<file path="src/phy_regmap_pkg.sv">
// Overview of operation
// A low sampled speed strap selects 10 Mb/s and a high one 100 Mb/s, with 100 Mb/s when unstrapped.
// A low sampled duplex strap selects half duplex and a high one full duplex.
// A high sampled isolate strap keeps the MAC-side interface isolated after reset, a low one leaves it active.
// The management registers answer at every listed offset from zero up to 0x4a7, extended ones included.
// Software treats every unlisted offset as reserved and does not write there.
// A write-zero-clears field is cleared by writing 0 and left alone by writing 1.
// Hardware-updated fields change on internal events regardless of writes, and reads show the live value.
// All strap levels are captured at power-up or hard reset and set the initial configuration.
// A software reset restores strap-derived settings from the captured values without resampling the pins.
// The speed-select control bit starts from the speed strap and stays writable by software.
// The duplex and isolate strap results are the reset values of their control fields.
package phy_regmap_pkg;

  // ---------------------------------------------------------------
  // register map, word index = byte address / 4
  // ---------------------------------------------------------------
  localparam int          NUM_REGS = 82;
  localparam int          OFS_W    = 12;
  localparam int          SLOT_W   = 7;
  localparam logic [11:0] REG_OFFSETS [0:NUM_REGS-1] = '{
    12'h000, 12'h001, 12'h002, 12'h003, 12'h004, 12'h005, 12'h006, 12'h007, 12'h008, 12'h009,
    12'h00a, 12'h00b, 12'h00d, 12'h00e, 12'h00f, 12'h010, 12'h011, 12'h012, 12'h013, 12'h014,
    12'h015, 12'h016, 12'h017, 12'h018, 12'h019, 12'h01a, 12'h01b, 12'h01c, 12'h01e, 12'h01f,
    12'h025, 12'h027, 12'h02a, 12'h117, 12'h131, 12'h170, 12'h171, 12'h172, 12'h173, 12'h174,
    12'h175, 12'h176, 12'h177, 12'h178, 12'h180, 12'h181, 12'h182, 12'h183, 12'h184, 12'h185,
    12'h186, 12'h187, 12'h188, 12'h189, 12'h18a, 12'h302, 12'h303, 12'h304, 12'h305, 12'h306,
    12'h308, 12'h30b, 12'h30c, 12'h30e, 12'h404, 12'h40d, 12'h456, 12'h459, 12'h45a, 12'h460,
    12'h461, 12'h467, 12'h468, 12'h469, 12'h4a0, 12'h4a1, 12'h4a2, 12'h4a3, 12'h4a4, 12'h4a5,
    12'h4a6, 12'h4a7};

  // offsets with behaviour of their own
  localparam logic [11:0] OFS_BASIC_MODE_CONTROL    = 12'h000;
  localparam logic [11:0] OFS_BASIC_MODE_STATUS     = 12'h001;
  localparam logic [11:0] OFS_IDENTIFIER_UPPER      = 12'h002;
  localparam logic [11:0] OFS_IDENTIFIER_LOWER      = 12'h003;
  localparam logic [11:0] OFS_PHY_STATUS            = 12'h010;
  localparam logic [11:0] OFS_INTERRUPT_STATUS_ONE  = 12'h012;
  localparam logic [11:0] OFS_FALSE_CARRIER_COUNTER = 12'h014;
  localparam logic [11:0] OFS_RECEIVE_ERROR_COUNTER = 12'h015;

  // ---------------------------------------------------------------
  // basic_mode_control fields and reset value
  // ---------------------------------------------------------------
  localparam int          BMC_RESET      = 15;
  localparam int          BMC_LOOPBACK   = 14;
  localparam int          BMC_SPEED      = 13;
  localparam int          BMC_AUTONEG    = 12;
  localparam int          BMC_POWER_DOWN = 11;
  localparam int          BMC_ISOLATE    = 10;
  localparam int          BMC_DUPLEX     = 8;
  localparam logic [15:0] BMC_RESET_VALUE = 16'h3100;
  localparam logic [15:0] BMC_WRITE_MASK  = 16'h7d00;

  // unstrapped pin levels
  localparam logic SPEED_STRAP_DEFAULT   = 1'b1;
  localparam logic DUPLEX_STRAP_DEFAULT  = 1'b1;
  localparam logic ISOLATE_STRAP_DEFAULT = 1'b0;

  // ---------------------------------------------------------------
  // read-only and hardware-updated fields
  // ---------------------------------------------------------------
  localparam logic [15:0] BMS_ABILITIES   = 16'h7809;
  localparam int          BMS_LINK        = 2;
  localparam logic [15:0] ID_UPPER_VALUE  = 16'h1234; // arbitrary value
  localparam logic [15:0] ID_LOWER_VALUE  = 16'h5678; // arbitrary value
  localparam int          PST_LINK        = 0;
  localparam int          PST_SPEED_10    = 1;
  localparam int          PST_DUPLEX      = 2;
  localparam int          INT_LINK_CHANGE = 0;
  localparam int          INT_RX_ERROR    = 1;
  localparam int          INT_FALSE_CARR  = 2;
  localparam int          INT_FLAGS       = 3;
  localparam logic [15:0] COUNTER_MAX     = 16'hffff;

  // ---------------------------------------------------------------
  // timing
  // ---------------------------------------------------------------
  localparam logic [1:0]  STRAP_SETTLE_CYCLES = 2'h2;
  localparam int          SOFT_RESET_NS       = 64;
  localparam int          CLK_PERIOD_NS       = 8;
  localparam int          SOFT_RESET_CYCLES   = (SOFT_RESET_NS + CLK_PERIOD_NS - 1) / CLK_PERIOD_NS;

  // ---------------------------------------------------------------
  // bus encodings
  // ---------------------------------------------------------------
  localparam logic [1:0] HTRANS_NONSEQ = 2'h2;
  localparam logic       HRESP_OKAY    = 1'b0;

  // ---------------------------------------------------------------
  // carriers
  // ---------------------------------------------------------------
  typedef struct packed {
    logic speed_select_pin_option;
    logic duplex_select_pin_option;
    logic interface_isolate_pin_option;
  } strap_pins_s;

  typedef struct packed {
    logic link_up;
    logic resolved_speed_100;
    logic resolved_full_duplex;
    logic rx_error_event;
    logic false_carrier_event;
  } phy_state_s;

  typedef struct packed {
    logic speed_100;
    logic full_duplex;
    logic mac_isolate;
    logic autoneg_enable;
    logic power_down;
    logic loopback;
    logic soft_reset_active;
    logic straps_valid;
  } phy_config_s;

endpackage

</file>
<file path="src/phy_strap_and_register_map.sv">
// Implementation choice: the AHB-Lite slave port.
`timescale 1ns/1ps
`default_nettype none

module phy_strap_and_register_map
  import phy_regmap_pkg::*;
#(
  parameter int SRST_CYCLES = SOFT_RESET_CYCLES
) (
  // clock and reset
  input  wire logic        hclk,
  input  wire logic        hresetn,
  // ahb-lite slave
  input  wire logic        hsel,
  input  wire logic [31:0] haddr,
  input  wire logic [1:0]  htrans,
  input  wire logic        hwrite,
  input  wire logic [2:0]  hsize,
  input  wire logic [31:0] hwdata,
  input  wire logic        hready,
  output logic             hreadyout,
  output logic [31:0]      hrdata,
  output logic             hresp,
  // strap pins and internal phy state
  input  wire strap_pins_s strap_pins,
  input  wire phy_state_s  phy_state,
  // resulting configuration
  output phy_config_s      phy_config
);

  localparam int SRST_BOUND = SRST_CYCLES + 2;

  // ---------------------------------------------------------------
  // functions
  // ---------------------------------------------------------------
  // search the map; returns hit flag and storage slot
  function automatic logic [SLOT_W:0] find_slot(input logic [OFS_W-1:0] ofs);
    logic [SLOT_W:0] res;
    res = '0;
    for (int i = 0; i < NUM_REGS; i++) begin
      if (REG_OFFSETS[i] == ofs) begin
        res = {1'b1, SLOT_W'(i)};
      end
    end
    return res;
  endfunction

  // offsets that never use the generic storage
  function automatic logic is_special(input logic [OFS_W-1:0] ofs);
    return (ofs == OFS_BASIC_MODE_CONTROL) || (ofs == OFS_BASIC_MODE_STATUS) ||
           (ofs == OFS_IDENTIFIER_UPPER) || (ofs == OFS_IDENTIFIER_LOWER) ||
           (ofs == OFS_PHY_STATUS) || (ofs == OFS_INTERRUPT_STATUS_ONE) ||
           (ofs == OFS_FALSE_CARRIER_COUNTER) || (ofs == OFS_RECEIVE_ERROR_COUNTER);
  endfunction

  // counters stop at full scale rather than wrap
  function automatic logic [15:0] sat_inc(input logic [15:0] v);
    return (v == COUNTER_MAX) ? v : v + 16'h0001;
  endfunction

  // ---------------------------------------------------------------
  // state
  // ---------------------------------------------------------------
  logic [15:0]          mem [0:NUM_REGS-1];
  logic [15:0]          bmc;
  logic [INT_FLAGS-1:0] int_flags;
  logic [15:0]          rx_err_cnt;
  logic [15:0]          false_carr_cnt;
  logic                 link_prev;
  strap_pins_s          strap_meta;
  strap_pins_s          strap_sync;
  strap_pins_s          strap_latched;
  logic [1:0]           settle_cnt;
  logic                 strap_done;
  logic [7:0]           srst_cnt;
  logic                 wr_pend;
  logic                 wr_hit;
  logic [SLOT_W-1:0]    wr_slot;
  logic [OFS_W-1:0]     wr_ofs;
  logic                 rd_pend;
  logic                 rd_hit;
  logic [SLOT_W-1:0]    rd_slot;
  logic [OFS_W-1:0]     rd_ofs;

  // ---------------------------------------------------------------
  // bus decode
  // ---------------------------------------------------------------
  // only single word transfers are expected; hsize is not checked
  wire              take     = hsel & hready & (htrans == HTRANS_NONSEQ);
  wire [OFS_W-1:0]  a_ofs    = haddr[OFS_W+1:2];
  wire [SLOT_W:0]   a_find   = find_slot(a_ofs);
  wire [15:0]       wdata    = hwdata[15:0];
  wire              commit   = wr_pend & hready & wr_hit;
  wire              wr_bmc   = commit & (wr_ofs == OFS_BASIC_MODE_CONTROL);
  wire              wr_int1  = commit & (wr_ofs == OFS_INTERRUPT_STATUS_ONE);
  wire              wr_plain = commit & !is_special(wr_ofs);
  wire              clr_rx   = rd_pend & rd_hit & (rd_ofs == OFS_RECEIVE_ERROR_COUNTER);
  wire              clr_fc   = rd_pend & rd_hit & (rd_ofs == OFS_FALSE_CARRIER_COUNTER);
  wire              unused_ok = &{1'b0, hsize, hwdata[31:16], haddr[31:OFS_W+2], haddr[1:0]};

  // address phase is latched; writes commit in the data phase
  always_ff @(posedge hclk or negedge hresetn) begin
    if (!hresetn) begin
      wr_pend <= 1'b0;
      wr_hit  <= 1'b0;
      wr_slot <= '0;
      wr_ofs  <= '0;
      rd_pend <= 1'b0;
      rd_hit  <= 1'b0;
      rd_slot <= '0;
      rd_ofs  <= '0;
    end else begin
      wr_pend <= take & hwrite;
      rd_pend <= take & !hwrite;
      if (take) begin
        wr_hit  <= a_find[SLOT_W];
        wr_slot <= a_find[SLOT_W-1:0];
        wr_ofs  <= a_ofs;
        rd_hit  <= a_find[SLOT_W];
        rd_slot <= a_find[SLOT_W-1:0];
        rd_ofs  <= a_ofs;
      end
    end
  end

  // ---------------------------------------------------------------
  // strap capture
  // ---------------------------------------------------------------
  // pins are asynchronous: two flops before anything looks at them
  always_ff @(posedge hclk or negedge hresetn) begin
    if (!hresetn) begin
      strap_meta <= '{SPEED_STRAP_DEFAULT, DUPLEX_STRAP_DEFAULT, ISOLATE_STRAP_DEFAULT};
      strap_sync <= '{SPEED_STRAP_DEFAULT, DUPLEX_STRAP_DEFAULT, ISOLATE_STRAP_DEFAULT};
    end else begin
      strap_meta <= strap_pins;
      strap_sync <= strap_meta;
    end
  end

  // the pins are caught once the synchroniser has filled after release
  wire load_hard = !strap_done & (settle_cnt == STRAP_SETTLE_CYCLES);
  wire load_soft = (srst_cnt == 8'h01);

  always_ff @(posedge hclk or negedge hresetn) begin
    if (!hresetn) begin
      settle_cnt    <= '0;
      strap_done    <= 1'b0;
      strap_latched <= '{SPEED_STRAP_DEFAULT, DUPLEX_STRAP_DEFAULT, ISOLATE_STRAP_DEFAULT};
    end else if (!strap_done) begin
      settle_cnt <= settle_cnt + 2'h1;
      if (load_hard) begin
        strap_done    <= 1'b1;
        strap_latched <= strap_sync;
      end
    end
  end

  // a soft reload reuses the latched copy, never the live pins
  wire strap_pins_s strap_src = strap_done ? strap_latched : strap_sync;

  // ---------------------------------------------------------------
  // soft reset sequencing
  // ---------------------------------------------------------------
  // the reset bit reads 1 while the count runs, then clears itself
  always_ff @(posedge hclk or negedge hresetn) begin
    if (!hresetn) begin
      srst_cnt <= '0;
    end else if (wr_bmc & wdata[BMC_RESET]) begin
      srst_cnt <= 8'(SRST_CYCLES);
    end else if (srst_cnt != 8'h00) begin
      srst_cnt <= srst_cnt - 8'h01;
    end
  end

  // ---------------------------------------------------------------
  // basic_mode_control
  // ---------------------------------------------------------------
  wire [15:0] bmc_strapped = (BMC_RESET_VALUE & ~(16'h0001 << BMC_SPEED) & ~(16'h0001 << BMC_DUPLEX)
                              & ~(16'h0001 << BMC_ISOLATE))
                             | ({15'h0, strap_src.speed_select_pin_option} << BMC_SPEED)
                             | ({15'h0, strap_src.duplex_select_pin_option} << BMC_DUPLEX)
                             | ({15'h0, strap_src.interface_isolate_pin_option} << BMC_ISOLATE);
  wire [15:0] bmc_view = bmc | ({15'h0, (srst_cnt != 8'h00)} << BMC_RESET);

  // strap results become the field values; software may override later
  always_ff @(posedge hclk or negedge hresetn) begin
    if (!hresetn) begin
      bmc <= BMC_RESET_VALUE;
    end else if (load_hard | load_soft) begin
      bmc <= bmc_strapped;
    end else if (wr_bmc) begin
      bmc <= wdata & BMC_WRITE_MASK;
    end
  end

  // ---------------------------------------------------------------
  // hardware-updated status
  // ---------------------------------------------------------------
  wire                 link_change = phy_state.link_up ^ link_prev;
  wire [INT_FLAGS-1:0] int_set     = {phy_state.false_carrier_event, phy_state.rx_error_event, link_change};
  wire [INT_FLAGS-1:0] int_clr     = wr_int1 ? ~wdata[INT_FLAGS-1:0] : '0;
  wire [15:0]          rx_base     = clr_rx ? 16'h0000 : rx_err_cnt;
  wire [15:0]          fc_base     = clr_fc ? 16'h0000 : false_carr_cnt;

  // events win over a clear in the same cycle so none is lost
  always_ff @(posedge hclk or negedge hresetn) begin
    if (!hresetn) begin
      link_prev      <= 1'b0;
      int_flags      <= '0;
      rx_err_cnt     <= '0;
      false_carr_cnt <= '0;
    end else begin
      link_prev      <= phy_state.link_up;
      int_flags      <= (int_flags & ~int_clr) | int_set;
      rx_err_cnt     <= phy_state.rx_error_event ? sat_inc(rx_base) : rx_base;
      false_carr_cnt <= phy_state.false_carrier_event ? sat_inc(fc_base) : fc_base;
    end
  end

  // ---------------------------------------------------------------
  // generic storage
  // ---------------------------------------------------------------
  // unlisted offsets never reach here, so stray writes are dropped
  always_ff @(posedge hclk or negedge hresetn) begin
    if (!hresetn) begin
      for (int i = 0; i < NUM_REGS; i++) begin
        mem[i] <= '0;
      end
    end else if (wr_plain) begin
      mem[wr_slot] <= wdata;
    end
  end

  // ---------------------------------------------------------------
  // read mux
  // ---------------------------------------------------------------
  wire [15:0] bms_view = BMS_ABILITIES | ({15'h0, phy_state.link_up} << BMS_LINK);
  wire [15:0] pst_view = ({15'h0, phy_state.link_up} << PST_LINK)
                         | ({15'h0, !phy_config.speed_100} << PST_SPEED_10)
                         | ({15'h0, phy_config.full_duplex} << PST_DUPLEX);
  wire [15:0] rd_word =
    !rd_hit                                ? 16'h0000 :
    (rd_ofs == OFS_BASIC_MODE_CONTROL)     ? bmc_view :
    (rd_ofs == OFS_BASIC_MODE_STATUS)      ? bms_view :
    (rd_ofs == OFS_IDENTIFIER_UPPER)       ? ID_UPPER_VALUE :
    (rd_ofs == OFS_IDENTIFIER_LOWER)       ? ID_LOWER_VALUE :
    (rd_ofs == OFS_PHY_STATUS)             ? pst_view :
    (rd_ofs == OFS_INTERRUPT_STATUS_ONE)   ? {{(16-INT_FLAGS){1'b0}}, int_flags} :
    (rd_ofs == OFS_FALSE_CARRIER_COUNTER)  ? false_carr_cnt :
    (rd_ofs == OFS_RECEIVE_ERROR_COUNTER)  ? rx_err_cnt :
                                             mem[rd_slot];

  // reads take one wait state, so a write just before is always seen
  always_ff @(posedge hclk or negedge hresetn) begin
    if (!hresetn) begin
      hreadyout <= 1'b1;
      hrdata    <= '0;
      hresp     <= HRESP_OKAY;
    end else begin
      hreadyout <= !(take & !hwrite);
      hresp     <= HRESP_OKAY;
      if (rd_pend) begin
        hrdata <= {16'h0000, rd_word};
      end
    end
  end

  // ---------------------------------------------------------------
  // configuration outputs
  // ---------------------------------------------------------------
  // with auto-negotiation on, the resolved link mode wins over the forced bits
  always_ff @(posedge hclk or negedge hresetn) begin
    if (!hresetn) begin
      phy_config <= '{SPEED_STRAP_DEFAULT, DUPLEX_STRAP_DEFAULT, ISOLATE_STRAP_DEFAULT,
                      1'b1, 1'b0, 1'b0, 1'b0, 1'b0};
    end else begin
      phy_config.speed_100         <= bmc[BMC_AUTONEG] ? phy_state.resolved_speed_100 : bmc[BMC_SPEED];
      phy_config.full_duplex       <= bmc[BMC_AUTONEG] ? phy_state.resolved_full_duplex : bmc[BMC_DUPLEX];
      phy_config.mac_isolate       <= bmc[BMC_ISOLATE];
      phy_config.autoneg_enable    <= bmc[BMC_AUTONEG];
      phy_config.power_down        <= bmc[BMC_POWER_DOWN];
      phy_config.loopback          <= bmc[BMC_LOOPBACK] & !unused_ok;
      phy_config.soft_reset_active <= (srst_cnt != 8'h00);
      phy_config.straps_valid      <= strap_done;
    end
  end
endmodule

`default_nettype wire

</file>
<file path="config.mk">
export PLATFORM = sky130hd
export DESIGN_NAME = phy_strap_and_register_map
export DESIGN_NICKNAME = d
export VERILOG_FILES = /design/src/phy_regmap_pkg.sv /design/src/phy_strap_and_register_map.sv
export SDC_FILE = /design/constraint.sdc
export NUM_CORES = 2
export LEC_CHECK = 0
export BUFFER_PORTS_ARGS = -buffer_cell sky130_fd_sc_hd__buf_4
export CAP_MARGIN = 30
export CORE_MARGIN = 2
export CORE_UTILIZATION = 65
export DETAILED_ROUTE_END_ITERATION = 6
export GPL_ROUTABILITY_DRIVEN = 0
export HOLD_SLACK_MARGIN = 0.15
export PLACE_DENSITY = 0.82
export SLEW_MARGIN = 20
export SYNTH_ARGS = -nofsm -noshare
export SYNTH_HDL_FRONTEND = slang
export SYNTH_SLANG_ARGS = --single-unit
</file>
<file path="constraint.sdc">
create_clock -name hclk -period 7.7 [get_ports hclk]
set_input_delay 1.54 -clock hclk [delete_from_list [all_inputs] [get_ports hclk]]
set_output_delay 1.54 -clock hclk [all_outputs]
set_load 0.02 [all_outputs]
</file>
# --- Yosys cells after proc, flatten, opt, wreduce, memory -nomap -nowiden ---
# Cells that the tools add are included.
classes:
  addsub: 4
  eq_ne: 93
  n_reduce_logical: 19
  bitwise_logic: 27
  magnitude_cmp: 2
  muxes: 113
op_table:
  columns: ["op", "n"]
  rows:
  - ["1312-bit bitwise mux", 1]
  - ["8-bit two-way mux", 84]
  - ["16-bit two-way mux", 20]
  - ["9-bit by 12-bit == test with 1-bit output (first input constant)", 22]
  - ["11-bit by 12-bit == test with 1-bit output (first input constant)", 18]
  - ["5-bit by 12-bit == test with 1-bit output (first input constant)", 15]
  - ["16-bit binary-select mux with 7-bit select", 1]
  - ["16-bit demux with 7-bit select", 1]
  - ["10-bit by 12-bit == test with 1-bit output (first input constant)", 9]
  - ["4-bit by 12-bit == test with 1-bit output (first input constant)", 7]
  - ["12-bit by 5-bit == test with 1-bit output (second input constant)", 4]
  - ["3-bit by 12-bit == test with 1-bit output (first input constant)", 4]
  - ["6-bit by 12-bit == test with 1-bit output (first input constant)", 3]
  - ["16-bit by 1-bit adder with 16-bit output (second input constant)", 2]
  - ["16-bit == test (second input constant)", 2]
  - ["12-bit by 2-bit == test with 1-bit output (second input constant)", 2]
  - ["2-bit by 12-bit == test with 1-bit output (first input constant)", 2]
  - ["12-bit logical NOT", 2]
  - ["16-bit OR", 1]
  - ["1-bit bitwise AND", 14]
  - ["14-bit by 11-bit OR with 14-bit output", 1]
  - ["14-bit by 9-bit OR with 14-bit output", 1]
  - ["1-bit by 12-bit == test with 1-bit output (first input constant)", 1]
  - ["12-bit by 1-bit == test with 1-bit output (second input constant)", 1]
  - ["other kinds (23)", 40]
totals:
  register_bits: 1431
  word_cells: 372
  in_bits: 82
  out_inout_bits: 42

# --- Longest topological paths before layout ---
logic_depth:
  depth_word: 83
  depth_mapped: 13
  mapped_depth_nobuf: 11

# --- Worst setup path before layout ---
# OpenSTA, ideal clock, no wires.
synth_timing:
  path_type: "input port to flip-flop"
  startpoint: "input haddr[11]"
  endpoint: "register rd_slot[1]"
  path_buffers: 0
  arrival_ns: 3.183
  slack_ns: 4.428
  cell_stages: 6
  path_cell_list: "nor4b_2 nor4b_1 a22oi_1 o21ai_0 nand3_1 a41oi_1"
synth_via:
  elab_chain_len: 82
synth_rtl:
  columns: ["item", "line", "text"]
  rows:
  - ["start, declared", "phy_strap_and_register_map.sv:15", "input wire logic [31:0] haddr,"]
  - ["1-bit by 12-bit == test with 1-bit output", "phy_strap_and_register_map.sv:41", "if (REG_OFFSETS[i] == ofs) begin"]
  - ["8-bit two-way mux (80 in series)", "phy_strap_and_register_map.sv:41", null]
  - ["8-bit two-way mux *", "phy_strap_and_register_map.sv:41", null]
  - ["end signal, assigned", "phy_strap_and_register_map.sv:120", "rd_slot <= a_find[SLOT_W-1:0];"]
  - ["end, declared", "phy_strap_and_register_map.sv:82", "logic [SLOT_W-1:0] rd_slot;"]
# Mark *: on every way between the ends. The rest lies on a longest branch, timed or not.
# A chain may end at the register's enable or synchronous reset.

# --- Worst setup path in the final report ---
layout_timing:
  startpoint: "register rd_slot[0]"
  endpoint: "register hrdata[5]"
layout_via:
  elab_chain_len: 13
layout_rtl:
  columns: ["item", "line", "text"]
  rows:
  - ["7-bit NOT with 8-bit output (not written as such)", "phy_strap_and_register_map.sv:251", "mem[rd_slot];"]
  - ["16-bit binary-select mux with 7-bit select", "phy_strap_and_register_map.sv:251", null]
  - ["16-bit two-way mux (not written as such) (2 in series)", "phy_strap_and_register_map.sv:251", null]
  - ["16-bit two-way mux", "phy_strap_and_register_map.sv:250", "(rd_ofs == OFS_RECEIVE_ERROR_COUNTER) ? rx_err_cnt :"]
  - ["16-bit two-way mux", "phy_strap_and_register_map.sv:249", "(rd_ofs == OFS_FALSE_CARRIER_COUNTER) ? false_carr_cnt :"]
  - ["16-bit two-way mux", "phy_strap_and_register_map.sv:248", "(rd_ofs == OFS_INTERRUPT_STATUS_ONE) ? {{(16-INT_FLAGS){1'b0}}, int_flags} :"]
  - ["16-bit two-way mux", "phy_strap_and_register_map.sv:247", "(rd_ofs == OFS_PHY_STATUS) ? pst_view :"]
  - ["16-bit two-way mux", "phy_strap_and_register_map.sv:246", "(rd_ofs == OFS_IDENTIFIER_LOWER) ? ID_LOWER_VALUE :"]
  - ["16-bit two-way mux", "phy_strap_and_register_map.sv:245", "(rd_ofs == OFS_IDENTIFIER_UPPER) ? ID_UPPER_VALUE :"]
  - ["16-bit two-way mux", "phy_strap_and_register_map.sv:244", "(rd_ofs == OFS_BASIC_MODE_STATUS) ? bms_view :"]
  - ["16-bit two-way mux", "phy_strap_and_register_map.sv:243", "(rd_ofs == OFS_BASIC_MODE_CONTROL) ? bmc_view :"]
  - ["16-bit two-way mux", "phy_strap_and_register_map.sv:242", "!rd_hit ? 16'h0000 :"]
  - ["end signal, assigned", "phy_strap_and_register_map.sv:263", "hrdata <= {16'h0000, rd_word};"]
  - ["end, declared", "phy_strap_and_register_map.sv:22", "output logic [31:0] hrdata,"]
# No other way between the ends. The select of a mux whose other input is x is not followed.

==> out/metrics.yaml <==
status: "complete, but fails checks"
failed_checks: "design-rule violations"
first_iter_violations: 5978
p_per_area_nw_per_um2: 228
die_x_um: 325
p_clk_frac: 0.428
synth_area_um2: 66900
cts_buffer_depth: 3
cts_htree_levels: 4
p_int_mw: 12.2
cp-start-kind: "register"
ir_worst_vdd_mv: 0.178
rsz0062_at_grt: "false"
cts_root_buffer: "clkbuf_16"
swShare: 0.268
drt_wl_total_um: 206000
async_reset_ff_frac: 1.00
hold_viol_final: 0
power.net_switching_mw: 4.49
grt_pass1_wl_um: 306000
placed_cell_area_um2: 68000
p_seq_frac: 0.464
hold_buffers: 0
avgSynthCellArea_um2: 13.0
reg2reg_from: "rd_slot[0]"
fill_cells: 6607
p_total_mw: 16.7
numCtsBuffers: 144
cts.sinks: 1421
yosys_register_bits: 1421
hold_class: "reg -> reg"
first_pass_iters: 7
finalInstanceArea_um2: 73200
worst_pin_slew_ns: 1.20
slew_headroom: 0.202
grt_pass1_vias: 47400
drc: 11
setup-tns-final_ns: 0
cts-resized-gates: 0
worstSetupPathType: "reg -> reg"
maxCapViolCount: 0
tritoncts: "built"
synth_seq_area_share: 0.532
power_frac_comb: 0.108
dr_total_vias: 46700
syn_inst: 5142
p_leak_nw: 35.4
drive_above_1_share: 0.386
synth.distinct_cells: 90
die_area_um2: 106000
setup_violations: 0
die_h_um: 325
cp_max_fo: 53
std_cell_rows: 117
hp-start: "strap_meta[0]"
synth_ff_type: "dfrtp_1"
cp-end-kind: "register"
yosys_warnings: 0
crit_arrival_ns: 5.88
post-route-min-period_ns: 5.17
critPathRequiredTime_ns: 8.41
antenna_found_initial: 20
nets: 5084
start_util: 0.657
viasPerCell: 7.21
grt_util_all_layers: 0.391
overflow: 0
cp-startpoint: "rd_slot[0]"
synth_edf_count: 0
syn_to_final_growth_pct: 9.36
post-route-period-util: 0.672
final_antenna_net_count: 0
dp_hpwl_um: 122000
slew_viol_final: 0
clk_latency_ns: 0.80
ios: 124
skew_ns: 0.0394
post-cts-setup-buffer-count: 0
grt_max_degree: 190
core_area_um2: 102000
portBuffers: 67
path_clk_slew_ns: 0.06
routedWlPerCell_um: 31.8
max_freq_mhz: 193
## power groups by stage
stage          registers, mW  clock network (mW)  logic (mW)
6_report                7.76                7.15        1.81
5_1_grt                 7.76                7.50        1.86
4_1_cts                 7.75                7.17        1.71
3_5_place_dp            7.88                   0        1.70
3_3_place_gp            7.88                   0        1.67
2_1_floorplan           7.81                   0       0.963
## worst max-delay path: stages, from the launching register on
cell and delay [ns]:
dfrtp_4 0.92, buf_12 0.43, nor2b_4 0.59, buf_4 0.76, a22oi_1 0.21, o221ai_1 0.50
o32ai_1 0.19, o2bb2ai_1 0.81, a2111oi_1 0.20, buf_4 0.22, o21ai_0 0.17
## synthesized netlist by cell type (all sizes together) (12+ instances only)
| cell type | number | share of area |
|---|---|---|
| mux2i | 212 | 0.032 |
| nor3 | 40 | 0.0031 |
| a22o | 35 | 0.0046 |
| o221ai | 17 | 0.0022 |
| and3 | 25 | 0.0023 |
| a21oi | 110 | 0.0082 |
| mux2 | 1402 | 0.24 |
| o22a | 15 | 0.0020 |
| a221o | 23 | 0.0034 |
| mux4 | 67 | 0.023 |
| a221oi | 103 | 0.013 |
| nand2 | 259 | 0.016 |
| a31oi | 17 | 0.0016 |
| nor2b | 31 | 0.0029 |
| o211ai | 19 | 0.0021 |
| inv | 23 | 0.0013 |
| nand4 | 29 | 0.0027 |
| o2111ai | 13 | 0.0017 |
| a22oi | 115 | 0.013 |
| nand3 | 48 | 0.0036 |
| nor4 | 19 | 0.0024 |
| o22ai | 85 | 0.0079 |
| buf | 242 | 0.022 |
| and2 | 17 | 0.0016 |
| a211oi | 19 | 0.0021 |
| clkbuf | 243 | 0.014 |
| nor2 | 158 | 0.0089 |
| o21ai | 125 | 0.0093 |
| nand2b | 26 | 0.0024 |
| xnor2 | 22 | 0.0029 |
| xor2 | 12 | 0.0016 |
| dfrtp | 1408 | 0.53 |
| dfstp | 13 | 0.0051 |
## kinds of logic (layout without fill, tap and decap cells)
group,count (synthesis),after routing,synth area share
other cells,1,24,0.0000560
mux,1681,1681,0.290
simple gates,698,698,0.0515
xor+xnor,34,34,0.00445
fa+ha+maj,5,5,0.000935
compound gates,792,792,0.0846
flops,1421,1421,0.532
buf+inv,510,459,0.0367
## layout by cell type, fill, tap and decap left out, types with 20 or more instances in the layout
cell type / Yosys / final
clkinv_2: 0 / 21
dfrtp_1: 1408 / 1405
buf_4: 102 / 137
a22oi_1: 115 / 115
o21ai_0: 125 / 125
clkbuf_16: 0 / 150
and3_1: 25 / 25
nand4_1: 29 / 29
clkbuf_8: 0 / 29
mux2_2: 1401 / 1401
nand3_1: 48 / 48
mux4_2: 67 / 67
nand2_2: 33 / 33
nor2_1: 158 / 155
buf_12: 0 / 20
clkbuf_1: 242 / 36
a22o_1: 35 / 35
nor2b_1: 31 / 25
nand2_1: 226 / 226
inv_1: 22 / 20
o22ai_1: 85 / 85
mux2i_1: 212 / 212
a21oi_1: 110 / 110
a221o_1: 23 / 23
a221oi_1: 103 / 103
nor3_1: 38 / 27
nand2b_1: 26 / 24
xnor2_1: 22 / 22
## cell type report
type                            instances  area (µm²)  share of cell area
Clock buffer                          215        4290              0.0586
Antenna cell                            7        17.5            0.000239
Inverter                               25        95.1             0.00130
Sequential cell                      1421       35600               0.486
Timing Repair Buffer                  178        1780              0.0244
Tap cell                             1368        1710              0.0234
Multi-Input combinational cell       3227       29200               0.399
Clock inverter                         41         532             0.00727
## sequential cells by signal (all words and copies together) (netlist names), 6 cells and up
signal / count
bmc: 6
phy_config: 8
srst_cnt: 8
rd_ofs: 12
mem: 1312
false_carr_cnt: 16
rd_slot: 7
hrdata: 16
rx_err_cnt: 16
## final timing paths
| check | end | depth (start not counted) | slack (ns) |
|---|---|---|---|
| worst max register to register | hrdata[5] | 10 | 2.53 |
| worst min register to register | strap_sync[0] | 0 | 0.34 |
| worst max-delay path | hrdata[5] | 10 | 2.53 |
| max in group asynchronous | mem[379] | 2 | 5.35 |
| worst min-delay path | strap_sync[0] | 0 | 0.34 |
| min in group asynchronous | phy_config[0] | 1 | 0.73 |
## per-layer routing
layer / vias to the layer above / track usage / share of wire
met4: 28 / 0.270 / 0.081
met1: 23900 / 0.489 / 0.36
met2: 3095 / 0.573 / 0.43
li1: 18700 / - / -
met5: - / 0 / 0.0012
met3: 943 / 0.136 / 0.13
## through the flow
step | setup slack [ns] | hold slack (ns) | util | cells
2_1_floorplan | 4.43 | 0.331 | - | 5158
3_3_place_gp | 3.09 | 0.347 | 0.666 | 6190
3_5_place_dp | 3.11 | 0.336 | 0.667 | 6197
4_1_cts | 3.12 | 0.344 | 0.714 | 6453
5_1_grt | 2.52 | 0.350 | 0.718 | 6475
6_report | 2.53 | 0.342 | 0.718 | 6482
(Power assumes the default switching activity.)
